### src/cisu_pkg.sv
// package of constants and types for the interrupt and stack unit
package cisu_pkg;
   // ---------------------------------------------------------------
   // register offsets (byte addresses on the wishbone bus)
   // ---------------------------------------------------------------
   localparam logic [3:0] ADDR_VECTOR  = 4'h0;
   localparam logic [3:0] ADDR_CTRL    = 4'h4;
   localparam logic [3:0] ADDR_MASK    = 4'h8;
   localparam logic [3:0] ADDR_IDENT   = 4'hc;
   localparam logic [3:0] ADDR_PREFIX  = 4'h0;
   localparam logic [3:0] ADDR_SPTR    = 4'h4;
   localparam logic       PAGE_IRQ     = 1'b0;
   localparam logic       PAGE_STACK   = 1'b1;
   // ---------------------------------------------------------------
   // field positions
   // ---------------------------------------------------------------
   localparam int CTRL_GIE_BIT  = 0;
   localparam int CTRL_INS_BIT  = 1;
   // ---------------------------------------------------------------
   // reset values
   // ---------------------------------------------------------------
   localparam logic [15:0] VECTOR_RST = 16'h0000;
   localparam logic [3:0]  SPTR_RST   = 4'hf;
   localparam logic [7:0]  PREFIX_RST = 8'h00;
   // ---------------------------------------------------------------
   // sequencer operations and return conditions
   // ---------------------------------------------------------------
   typedef enum logic [3:0] {
      OP_NONE, OP_PUSH16, OP_PUSH8, OP_POP, OP_POPI, OP_CALL,
      OP_RET, OP_RETI, OP_RETI_COND, OP_JUMP8, OP_SETSP
   } cisu_op_t;
   typedef enum logic [2:0] {
      CND_C, CND_NC, CND_Z, CND_NZ, CND_S
   } cisu_cond_t;
   // processor flags seen by the conditional returns
   typedef struct packed {
      logic carry;
      logic zero;
      logic sign;
   } cisu_flags_t;
   // one request from the instruction sequencer
   typedef struct packed {
      cisu_op_t    op;
      cisu_cond_t  cond;
      cisu_flags_t flags;
      logic [15:0] data;
   } cisu_seq_req_t;
endpackage

### src/cisu_top.sv
// interrupt entry/exit logic and 16-entry hardware return stack
//---------------------------------------------------------------------
// Notes on behaviour
// - handler entry address held in 16-bit vector, reset to zero.
// - no interrupt taken unless global enable bit is one.
// - source requests only when module mask and local enable set.
// - on acceptance set in-service, block others, jump to vector.
// - one shared handler; ident bit n shows module n pending.
// - ident bits ignore writes; drop only when module flag clears.
// - unconditional interrupt return clears in-service, jumps to pop.
// - software may clear mask bits and in-service to allow nesting.
// - mask zero suppresses request only; ident bit still shows.
// - true conditional return pops, clears flag, jumps; false: nothing.
// - stack entries are 16 bits; used by call, returns, push, pop.
// - push increments pointer then stores; 16-bit source stored whole.
// - 8-bit push stores prefix as high byte, source as low byte.
// - pop reads current entry then decrements pointer.
// - pop-and-release is a pop that also clears in-service.
// - popped value offered directly as an operand to the ALU.
// - 16 words; 4-bit pointer resets to 0fh; writable by software.
// - prefix supplies upper byte of 8-bit branch destinations.
//---------------------------------------------------------------------
//
// The register offsets and the Wishbone slave port were chosen for this implementation.
`timescale 1ns/1ps
`default_nettype none
module cisu_top #(
   parameter int NMOD = 8
) (
   // clock and reset
   input  wire logic                  clk,
   input  wire logic                  rst_b,
   // wishbone slave
   input  wire logic                  wb_cyc_i,
   input  wire logic                  wb_stb_i,
   input  wire logic                  wb_we_i,
   input  wire logic [4:0]            wb_adr_i,
   input  wire logic [3:0]            wb_sel_i,
   input  wire logic [31:0]           wb_dat_i,
   output logic      [31:0]           wb_dat_o,
   output logic                       wb_ack_o,
   // peripheral module flags (already masked by local enables)
   input  wire logic [NMOD-1:0]       modIrqIn,
   // instruction sequencer
   input  wire cisu_pkg::cisu_seq_req_t seqReq,
   input  wire logic                  irqAck,
   output logic                       irqReq,
   output logic                       jumpValid,
   output logic      [15:0]           jumpAddr,
   output logic      [15:0]           aluOperand,
   output logic                       inService
);
   //------------------------------------------------------------------
   // storage
   //------------------------------------------------------------------
   logic [15:0]     vector_ff;
   logic            gie_ff;
   logic            ins_ff;
   logic [NMOD-1:0] mask_ff;
   logic [NMOD-1:0] pendS1_ff;
   logic [NMOD-1:0] pend_ff;
   logic [7:0]      prefix_ff;
   logic [3:0]      sptr_ff;
   logic [15:0]     stack_ff [16];
   logic            irqReq_ff;
   logic            jumpValid_ff;
   logic [15:0]     jumpAddr_ff;
   logic [15:0]     aluOp_ff;
   logic            ack_ff;
   logic [31:0]     rdat_ff;

   //------------------------------------------------------------------
   // request decode
   //------------------------------------------------------------------
   // helpers shared by the processes below
   logic        wbReq;
   logic        wbWr;
   logic        condTrue;
   logic        doPush;
   logic        doPop;
   logic        clrIns;
   logic        take;
   logic [15:0] pushVal;
   logic [15:0] topVal;
   logic [3:0]  sptrInc;
   logic [3:0]  sptrDec;
   logic [3:0]  nxt_sptr;
   logic        pageStk;
   logic [3:0]  regOff;

   // a write lands on the edge at which the master samples ack, so the
   // register and the answer change together
   assign wbReq   = wb_cyc_i & wb_stb_i & ~ack_ff;
   assign wbWr    = wb_cyc_i & wb_stb_i & ack_ff & wb_we_i & wb_sel_i[0];
   assign pageStk = wb_adr_i[4];
   assign regOff  = wb_adr_i[3:0];
   assign topVal  = stack_ff[sptr_ff];       // read before decrement
   assign sptrInc = sptr_ff + 4'h1;          // wraps silently
   assign sptrDec = sptr_ff - 4'h1;          // wraps silently

   // condition evaluation for conditional interrupt returns
   always_comb begin
      case (seqReq.cond)
         cisu_pkg::CND_C:  condTrue = seqReq.flags.carry;
         cisu_pkg::CND_NC: condTrue = ~seqReq.flags.carry;
         cisu_pkg::CND_Z:  condTrue = seqReq.flags.zero;
         cisu_pkg::CND_NZ: condTrue = ~seqReq.flags.zero;
         cisu_pkg::CND_S:  condTrue = seqReq.flags.sign;
         default:          condTrue = 1'b0;
      endcase
   end

   // accepting an interrupt pushes the return address given on data
   assign take = irqReq_ff & irqAck;

   // stack operation selection
   always_comb begin
      doPush  = 1'b0;
      doPop   = 1'b0;
      clrIns  = 1'b0;
      pushVal = seqReq.data;                 // whole 16-bit value
      case (seqReq.op)
         cisu_pkg::OP_PUSH16, cisu_pkg::OP_CALL: begin
            doPush = 1'b1;
         end
         cisu_pkg::OP_PUSH8: begin
            doPush  = 1'b1;
            pushVal = {prefix_ff, seqReq.data[7:0]};
         end
         cisu_pkg::OP_POP, cisu_pkg::OP_RET: begin
            doPop = 1'b1;
         end
         cisu_pkg::OP_POPI, cisu_pkg::OP_RETI: begin
            doPop  = 1'b1;
            clrIns = 1'b1;
         end
         cisu_pkg::OP_RETI_COND: begin
            doPop  = condTrue;               // false leaves all alone
            clrIns = condTrue;
         end
         default: begin
            doPush = 1'b0;
         end
      endcase
      // an accepted interrupt overrides the op that rides along with it
      if (take) begin
         doPush  = 1'b1;                     // entry saves return address
         doPop   = 1'b0;
         pushVal = seqReq.data;
      end
   end

   // pointer next value: explicit write, then push, then pop
   // a sequencer SETSP beats a bus write in the same cycle; a bus write beats push and pop
   always_comb begin
      nxt_sptr = sptr_ff;
      if (seqReq.op == cisu_pkg::OP_SETSP && !take) begin
         nxt_sptr = seqReq.data[3:0];        // only low four bits
      end else if (wbWr && pageStk && regOff == cisu_pkg::ADDR_SPTR) begin
         nxt_sptr = wb_dat_i[3:0];
      end else if (doPush) begin
         nxt_sptr = sptrInc;                 // increment first
      end else if (doPop) begin
         nxt_sptr = sptrDec;                 // decrement after read
      end
   end

   //------------------------------------------------------------------
   // stack pointer and stack memory
   //------------------------------------------------------------------
   // pointer resets to the top entry
   always_ff @(posedge clk) begin
      if (!rst_b) begin
         sptr_ff <= cisu_pkg::SPTR_RST;
      end else begin
         sptr_ff <= nxt_sptr;
      end
   end

   // memory is not reset; contents are undefined until pushed
   // leaving out the reset lets the array map onto plain ram cells
   always_ff @(posedge clk) begin
      if (doPush) begin
         stack_ff[sptrInc] <= pushVal;       // store at new slot
      end
   end

   //------------------------------------------------------------------
   // module flag synchroniser and identification
   //------------------------------------------------------------------
   // flags come from peripherals possibly on other clocks
   // two stages; nothing but the second stage reads the first
   always_ff @(posedge clk) begin
      if (!rst_b) begin
         pendS1_ff <= '0;
         pend_ff   <= '0;
      end else begin
         pendS1_ff <= modIrqIn;
         pend_ff   <= pendS1_ff;             // follows module flag only
      end
   end

   //------------------------------------------------------------------
   // control registers
   //------------------------------------------------------------------
   // vector register
   always_ff @(posedge clk) begin
      if (!rst_b) begin
         vector_ff <= cisu_pkg::VECTOR_RST;
      end else if (wbWr && !pageStk && regOff == cisu_pkg::ADDR_VECTOR) begin
         vector_ff[7:0] <= wb_dat_i[7:0];
         if (wb_sel_i[1]) begin
            vector_ff[15:8] <= wb_dat_i[15:8];
         end
      end
   end

   // global enable and mask; mask may be lowered in a handler
   always_ff @(posedge clk) begin
      if (!rst_b) begin
         gie_ff  <= 1'b0;
         mask_ff <= '0;
      end else if (wbWr && !pageStk) begin
         if (regOff == cisu_pkg::ADDR_CTRL) begin
            gie_ff <= wb_dat_i[cisu_pkg::CTRL_GIE_BIT];
         end
         if (regOff == cisu_pkg::ADDR_MASK) begin
            mask_ff <= wb_dat_i[NMOD-1:0];
         end
      end
   end

   // in-service: hardware set wins over any clear in the same cycle
   always_ff @(posedge clk) begin
      if (!rst_b) begin
         ins_ff <= 1'b0;
      end else if (take) begin
         ins_ff <= 1'b1;                     // blocks further requests
      end else if (clrIns) begin
         ins_ff <= 1'b0;
      end else if (wbWr && !pageStk && regOff == cisu_pkg::ADDR_CTRL) begin
         ins_ff <= wb_dat_i[cisu_pkg::CTRL_INS_BIT]; // nesting
      end
   end

   // prefix register
   always_ff @(posedge clk) begin
      if (!rst_b) begin
         prefix_ff <= cisu_pkg::PREFIX_RST;
      end else if (wbWr && pageStk && regOff == cisu_pkg::ADDR_PREFIX) begin
         prefix_ff <= wb_dat_i[7:0];
      end
   end

   //------------------------------------------------------------------
   // interrupt request
   //------------------------------------------------------------------
   // take and clrIns squash the request in the cycle that in-service
   // changes, so a stale request can never meet a second acknowledge
   // masked pending only stops the request, not the ident bit
   always_ff @(posedge clk) begin
      if (!rst_b) begin
         irqReq_ff <= 1'b0;
      end else begin
         irqReq_ff <= gie_ff & ~ins_ff & ~take & ~clrIns
                      & |(pend_ff & mask_ff);
      end
   end

   //------------------------------------------------------------------
   // branch target and operand outputs
   //------------------------------------------------------------------
   // vector on entry, popped address on returns, prefix for 8-bit
   // pop and pop-and-release move data only and give no jump
   always_ff @(posedge clk) begin
      if (!rst_b) begin
         jumpValid_ff <= 1'b0;
         jumpAddr_ff  <= 16'h0000;
      end else if (take) begin
         jumpValid_ff <= 1'b1;
         jumpAddr_ff  <= vector_ff;          // single handler
      end else if (doPop && seqReq.op != cisu_pkg::OP_POP
                   && seqReq.op != cisu_pkg::OP_POPI) begin
         jumpValid_ff <= 1'b1;
         jumpAddr_ff  <= topVal;
      end else if (seqReq.op == cisu_pkg::OP_JUMP8) begin
         jumpValid_ff <= 1'b1;
         jumpAddr_ff  <= {prefix_ff, seqReq.data[7:0]};
      end else begin
         jumpValid_ff <= 1'b0;
      end
   end

   // popped word goes straight to the alu, no register file hop
   always_ff @(posedge clk) begin
      if (!rst_b) begin
         aluOp_ff <= 16'h0000;
      end else if (doPop) begin
         aluOp_ff <= topVal;
      end
   end

   //------------------------------------------------------------------
   // wishbone read path
   //------------------------------------------------------------------
   // one wait state; unmapped offsets read zero and still ack
   // read data is zeroed each cycle so it reads zero while ack is low
   always_ff @(posedge clk) begin
      if (!rst_b) begin
         ack_ff  <= 1'b0;
         rdat_ff <= 32'h00000000;
      end else begin
         ack_ff  <= wbReq;
         rdat_ff <= 32'h00000000;
         if (wbReq && !pageStk) begin
            case (regOff)
               cisu_pkg::ADDR_VECTOR: rdat_ff[15:0] <= vector_ff;
               cisu_pkg::ADDR_CTRL: begin
                  rdat_ff[cisu_pkg::CTRL_GIE_BIT] <= gie_ff;
                  rdat_ff[cisu_pkg::CTRL_INS_BIT] <= ins_ff;
               end
               cisu_pkg::ADDR_MASK:  rdat_ff[NMOD-1:0] <= mask_ff;
               cisu_pkg::ADDR_IDENT: rdat_ff[NMOD-1:0] <= pend_ff;
               default:              rdat_ff <= 32'h00000000;
            endcase
         end else if (wbReq) begin
            case (regOff)
               cisu_pkg::ADDR_PREFIX: rdat_ff[7:0] <= prefix_ff;
               cisu_pkg::ADDR_SPTR:   rdat_ff[3:0] <= sptr_ff;
               default:               rdat_ff <= 32'h00000000;
            endcase
         end
      end
   end

   // each output is a flip-flop with no logic after it
   assign wb_ack_o   = ack_ff;
   assign wb_dat_o   = rdat_ff;
   assign irqReq     = irqReq_ff;
   assign jumpValid  = jumpValid_ff;
   assign jumpAddr   = jumpAddr_ff;
   assign aluOperand = aluOp_ff;
   assign inService  = ins_ff;
endmodule
`default_nettype wire

### config.mk
export PLATFORM = sky130hd
export DESIGN_NAME = cisu_top
export DESIGN_NICKNAME = d
export VERILOG_FILES = /design/src/cisu_pkg.sv /design/src/cisu_top.sv
export SDC_FILE = /design/constraint.sdc
export NUM_CORES = 1
export LEC_CHECK = 0
export BUFFER_PORTS_ARGS = -buffer_cell sky130_fd_sc_hd__buf_2
export CELL_PAD_IN_SITES_DETAIL_PLACEMENT = 1
export CELL_PAD_IN_SITES_GLOBAL_PLACEMENT = 2
export CORE_UTILIZATION = 40
export DETAILED_ROUTE_END_ITERATION = 8
export HOLD_SLACK_MARGIN = 0.05
export PLACE_DENSITY = 0.84
export SLEW_MARGIN = 20
export SYNTH_ARGS = -nofsm -noshare
export SYNTH_HDL_FRONTEND = slang
export SYNTH_SLANG_ARGS = --single-unit
### constraint.sdc
create_clock -name clk -period 2.5 [get_ports clk]
set_input_delay 0.25 -clock clk [delete_from_list [all_inputs] [get_ports clk]]
set_output_delay 0.25 -clock clk [all_outputs]
set_load 0.01 [all_outputs]
==> summary.md, run 1 <==
| Metric | Value |
|---|---|
| TritonCTS Buffers | `41` |
| Clock skew | `0.02116 ns` |
| Final Cycle Share | `95.79%` |
| Post-route setup TNS | `0 ns` |
| Complex-gate fraction of the synthesized area | `10.49%` |
| Netlist Area Pre-Place | `0.01511 sq mm` |
| Distinct cells, synth | `73` |
| Most frequent cells in the layout | `edfxtp_1, buf_2, dfxtp_1` |
| FFs w/ async S/R, synth | `0%` |
| Area contributors post-synth | `edfxtp_1, dfxtp_1, mux2i_1` |
| Startpoint types | `flop` |
| DRC | `0` |
| Die height | `196.3 um` |
| Min cycle time layout | `2.395 ns` |
| DP Wirelength | `29000 um` |
| Routed wire length | `43160 um` |
| Fillcell total | `3690` |
| Initial Util | `40.97%` |
| Critical-path maximum fanout | `10` |
| Clk buf depth | `3` |
| Max-slew headroom | `23.08%` |
| Kind of end point of the critical path | `flop` |
| Skew-Pair Late Insertion Delay | `0.55 ns` |
| PwrDens | `784.4 mW/mm^2` |
| Post-synth top area share | `50.89%` |
| Die area | `0.03855 sq mm` |
| Post-CTS Resized | `0` |
| Min-delay src | `wb_adr_i[0]` |
| CP Buf/Inv Count | `2` |
| CTS clock-pin slew for the worst setup and hold paths | `0.06 ns` |
| GRT overflow | `0` |
| IO buf count | `114` |
| Cells after DPL | `1648` |
| Utilization after layout | `49.01%` |
| Multiplexer share of the synthesized area | `11.85%` |
| Initial antenna violation count | `0` |
| Synth Area in Simple Gates | `8.051%` |
| Slowest CP cell | `nor2b_1` |
| Syn Inst Count | `1042` |
| Hold_buf cts | `24` |
| Final Wtd Congestion | `0.8131` |
| Adder-Cell Fraction of Synth Area | `0.4970%` |
| Largest net degree at the start of global routing | `38` |
| Number of flops mapped to enable cells by yosys | `256` |
| Global-route wire length before repair | `64700 um` |
| Status | `complete, no violations` |
| Least-Margin Pin Slew | `1.146 ns` |
| Num ports | `149` |
| Fin cells | `1745` |
| Total number of vias | `9771` |
| Flip-flop and latch count after synthesis | `365` |
| CP delay by family, top | `simple AND/OR/NAND/NOR gates` |
| Register area share after synthesis | `65.34%` |
| Worst Path Arrival | `2.82 ns` |
| DR WL/cell | `24.73 um` |
| CTS Root Cell | `clkbuf_16` |
| Slowest stage delay, CP | `0.80 ns` |
| Clock sink total | `365` |
| Fmax | `0.4176 GHz` |
| Max-cap violations | `0` |
| Synth Area in XOR/XNOR | `0.1739%` |
| CORE AREA | `0.03687 sq mm` |
| Share of post-route cells with drive strength above 1 | `25.22%` |
| Largest family of logic cells by synthesized area | `multiplexers` |
| Cells along the critical path | `nor2b_1 > buf_4 > a221oi_1 > a22oi_1 > o21ai_0 > buf_4 > o221a_2` |
| P_leak | `7.009 nW` |
| CP Class | `reg -> reg` |
| Synth Area per Inst | `14.50 sq um` |
| Critical path data required time | `2.93 ns` |
| Routed Antenna Nets | `0` |
| TritonCTS clock tree | `built` |
| Tightest Hold Check Type | `in -> reg` |
| Fin. max-slew vios | `0` |
| All-layer global routing usage | `22.69%` |
| RSZ-0062 raised after global routing | `no` |
| Via/cell ratio | `5.599` |
| Synthesis Warnings | `0` |
| H-tree depth | `2` |
| DR pass1 iterations | `5` |
| Final hold vios | `0` |
| Crit path top cell by count | `buf_4` |
| Total power | `0.01418 W` |
| Cell taking the most area after synthesis | `edfxtp_1` |
| Vias in the first global route | `10.31k` |
| Die width | `196.3 um` |
| Final nets | `1298` |
| Area growth, synth to finish | `19.64%` |
| N_diodes | `0` |
| Worst IR drop on VDD | `434.1 uV` |
| Final Setup Violations | `0` |
| Ys flop type | `edfxtp_1` |
| Commonest non-fill, non-tap cell in the layout | `edfxtp_1` |
| Postcts setup bufs | `0` |
| Starting DRT DRC Count | `861` |
| Std cell rows | `70` |
## synth_stat cells (5+ instances only)
cell      count
nand2_1      60
nor2b_1       5
clkbuf_1     36
mux4_2       34
nor3b_1       8
a21oi_1      53
nand3_1      12
and3_1       17
o21a_1        5
o211a_1       8
a221o_1       7
a22oi_1      19
mux2i_1      84
a21o_1        8
dfxtp_1     109
mux2_2       14
buf_4        24
o22ai_1       8
ha_1          6
nand4_1       9
o221a_2      13
and2_1       33
a221oi_2      6
a221oi_1     24
nor2_1       49
inv_1        12
a31o_2        9
o21ai_0      23
buf_2        14
edfxtp_1    256
nor3_1        6
## worst min-delay path: stages
cell    delay (ns)
buf_2         0.12
nor3_1        0.08
and2_1        0.13
## where the power goes
part	total [W]	internal, W	switching [W]
Clock	0.00598	0.00357	0.00241
Sequential	0.00668	0.00661	0.0000671
Combinational	0.00152	0.000625	0.000899
Total	0.0142	0.0108	0.00337
## area by class of cell
class                      instances  area, sq um  share of cell area [%]
sequential                       365         9873                   54.63
multi-input combinational        598         4753                   26.30
timing repair buffer             193         1436                   7.948
clock buffer                      55         1117                   6.183
tap                              504        630.6                   3.489
clock inverter                    18        216.5                   1.198
inverter                          12        45.04                  0.2492
## cell families (layout without fill, tap and decap cells)
family	Yosys count	in the layout
flops	365	365
compound gates	212	212
simple gates	227	227
mux	134	134
other cells	1	16
buf+inv	94	278
fa+ha+maj	6	6
xor+xnor	3	3
## sequential cells by signal, indices dropped and copies added, names as in the netlist, 4 cells and up, named ones only
name and count:
stack_ff 256, aluOperand 16, jumpAddr 16, vector_ff 16, wb_dat_o 16, mask_ff 8, pendS1_ff 8, pend_ff 8
prefix_ff 8, sptr_ff 4
## per-layer routing
metal  vias to the layer above  GRT usage [%]  part of all wire, %
met5                         -              0                    0
met3                        74          3.457                  5.4
met4                         0          7.957                  3.4
met1                      5026          30.94                   43
li1                       4369              -                    -
met2                       302          36.95                   48
## final timing paths
path | endpoint | slack (ns) | cells after the start
worst max register to register | jumpAddr[4] | 0.11 | 7
worst min-delay path | wb_dat_o[3] | 0.09 | 3
worst max-delay path | jumpAddr[4] | 0.11 | 7
worst min register to register | pend_ff[4] | 0.43 | 1
## stage by stage
step	hold slack, ns	area (sq um)	worst slack [ns]
global placement	0.4181	16500	0.1784
global route	0.1110	18070	0.03619
finish	0.09007	18070	0.1052
detailed placement	0.4222	16500	0.08491
CTS	0.07920	18070	0.1168
floorplan	0.3489	15160	0.3094
Note: power is estimated with default switching activity, not from simulation.
==> inputs of run 2 (changes only) <==
Settings changed: CORE_UTILIZATION 40 to 38.
Clock period 2.5 ns to 1.96 ns, I/O delays scaled along.
==> summary.md, run 2 (synthesis results as in run 1) <==
| Metric | Value |
|---|---|
| Most frequent cells in the layout | `edfxtp_1, buf_2, dfxtp_1` |
| CTS Root Cell | `clkbuf_16` |
| TritonCTS Buffers | `39` |
| Final Wtd Congestion | `0.8166` |
| Final Cycle Share | `105.6%` |
| Post-route setup TNS | `-1.018 ns` |
| Reg with most FFs | `stack_ff` |
| Kind of end point of the critical path | `flop` |
| Met3 GRT Util | `2.932%` |
| Min cycle time layout | `2.070 ns` |
| Initial Util | `38.81%` |
| Max-slew headroom | `22.72%` |
| Largest net degree at the start of global routing | `39` |
| Clk buf depth | `3` |
| Final Setup Violations | `31` |
| DRC | `0` |
| Vias in the first global route | `11.03k` |
| Die area | `0.04055 sq mm` |
| Share of post-route cells with drive strength above 1 | `37.16%` |
| Clock sink total | `365` |
| Cells along the critical path | `buf_8 > buf_6 > mux4_2 > nor3b_2 > a21oi_1 > buf_4 > a31o_4` |
| Startpoint types | `flop` |
| Hold EP | `irqReq` |
| Skew-Pair Late Insertion Delay | `0.55 ns` |
| Tightest Hold Check Type | `in -> reg` |
| Worst IR drop on VDD | `687.8 uV` |
| Global-route wire length before repair | `71330 um` |
| Failing checks | `setup timing` |
| Clock skew | `0.01848 ns` |
| Num ports | `149` |
| PwrDens | `949.6 mW/mm^2` |
| Worst r2r path cells | `7` |
| DR pass1 iterations | `5` |
| Total number of vias | `10.54k` |
| TritonCTS clock tree | `built` |
| Worst setup margin | `-0.1096 ns` |
| CP Class | `reg -> reg` |
| Final hold vios | `0` |
| Critical path data required time | `2.41 ns` |
| RSZ-0062 raised after global routing | `yes` |
| Routed Antenna Nets | `0` |
| P_leak | `7.690 nW` |
| Via/cell ratio | `5.674` |
| Area growth, synth to finish | `30.52%` |
| Die height | `201.4 um` |
| Slowest stage delay, CP | `0.51 ns` |
| Slowest CP cell | `mux4_2` |
| Min-delay src | `seqReq[22]` |
| CORE AREA | `0.03892 sq mm` |
| IO buf count | `114` |
| Routed wire length | `51050 um` |
| Met1 global-route usage | `30.61%` |
| Starting DRT DRC Count | `791` |
| GRT overflow | `0` |
| Critical-path maximum fanout | `7` |
| All-layer global routing usage | `23.74%` |
| Std cell rows | `72` |
| Least-Margin Pin Slew | `1.151 ns` |
| Initial antenna violation count | `0` |
| GRT busiest layer | `met2` |
| GR Layer Usage met2 | `41.63%` |
| CTS clock-pin slew for the worst setup and hold paths | `0.06 ns` |
| N_diodes | `0` |
| H-tree depth | `2` |
| Hold Path Cell Cnt | `3` |
| Worst Path Arrival | `2.52 ns` |
| Max-cap violations | `0` |
| Pre-CTS setup slack | `-0.1660 ns` |
| Commonest non-fill, non-tap cell in the layout | `edfxtp_1` |
| Max FFs per register | `256` |
| DP Wirelength | `31750 um` |
| CP Buf/Inv Count | `3` |
| Crit Reg-Reg Endpoint | `aluOperand[2]` |
| Fin. max-slew vios | `0` |
| DR WL/cell | `27.48 um` |
| Fillcell total | `3883` |
| Status | `complete, but fails checks` |
| Flop2flop setup slack | `-0.11 ns` |
| CP delay by family, top | `multiplexers` |
| Fmax | `0.4832 GHz` |
| Final nets | `1397` |
| Die width | `201.4 um` |
## run 2: cell count changes in the layout (fill, tap and decap cells not counted), sizes merged
cell / previous run / this run
buf: 169 / 254
dlygate4sd3: 24 / 29
mux2: 16 / 24
clkbuf: 55 / 56
inv: 14 / 13
clkinv: 12 / 13
## run 2: metal layers
| layer | vias to the layer above | part of all wire (%) |
|---|---|---|
| met5 | - | 0 |
| met4 | 0 | 2.9 |
| met3 | 81 | 5.5 |
| met2 | 404 | 51 |
| met1 | 5471 | 40 |
| li1 | 4587 | - |
## run 2: worst max path at each step
| stage | end | cells after the start | slack (ns) | from |
|---|---|---|---|---|
| 6_report | aluOperand[2] | 7 | -0.11 | flop |
| 3_5_place_dp | jumpAddr[3] | 7 | -0.17 | flop |
| 4_1_cts | jumpAddr[0] | 6 | -0.06 | flop |
| 2_1_floorplan | stack_ff[10][0] | 5 | -0.002 | seqReq[25] |
| 5_1_grt | jumpAddr[2] | 8 | -0.19 | flop |
| 3_3_place_gp | aluOperand[5] | 9 | -0.18 | flop |
## run 2: area by class of cell
| class | count | area (sq um) | area share [%] |
|---|---|---|---|
| Clock inverter | 18 | 225.2 | 1.142 |
| Multi-Input combinational cell | 606 | 5370 | 27.24 |
| Sequential cell | 365 | 9879 | 50.11 |
| Timing Repair Buffer | 286 | 2480 | 12.58 |
| Tap cell | 518 | 648.1 | 3.287 |
| Inverter | 12 | 45.04 | 0.2285 |
| Clock buffer | 53 | 1069 | 5.419 |
## run 2: per-stage QoR
stage	hold WS, ns	total power [W]	cells	util, %	cell area [sq um]
3_5_place_dp	0.4099	0.01078	1726	43.77	17030
4_1_cts	0.05982	0.01854	1842	49.43	19240
5_1_grt	0.07318	0.01919	1858	50.66	19720
2_1_floorplan	0.2949	0.009854	1057	-	15170
6_report	0.04474	0.01872	1858	50.66	19720
3_3_place_gp	0.4068	0.01069	1726	43.77	17030
## run 2: report_power, final
group          internal, W  leakage (nW)  total (W)  switching [W]
registers          0.00843          3.19    0.00854       0.000113
clock network      0.00438         0.634    0.00750        0.00312
logic              0.00123          3.86    0.00268        0.00145
## run 2: timing repair
| item | in CTS | in global routing |
|---|---|---|
| setup endpoints to repair | 251 | 346 |
| pin swaps | 15 | 19 |
| endpoints found under the hold margin | 54 | 0 |
| hold buffers | 29 | 0 |
| buffers inserted | 11 | 8 |
| gates cloned | 6 | 11 |
| resized for setup | 87 | 66 |
## run 2: tightest hold or removal path: stages
cell and delay [ns]:
buf_2 0.13, buf_12 0.13, a2111oi_0 0.09
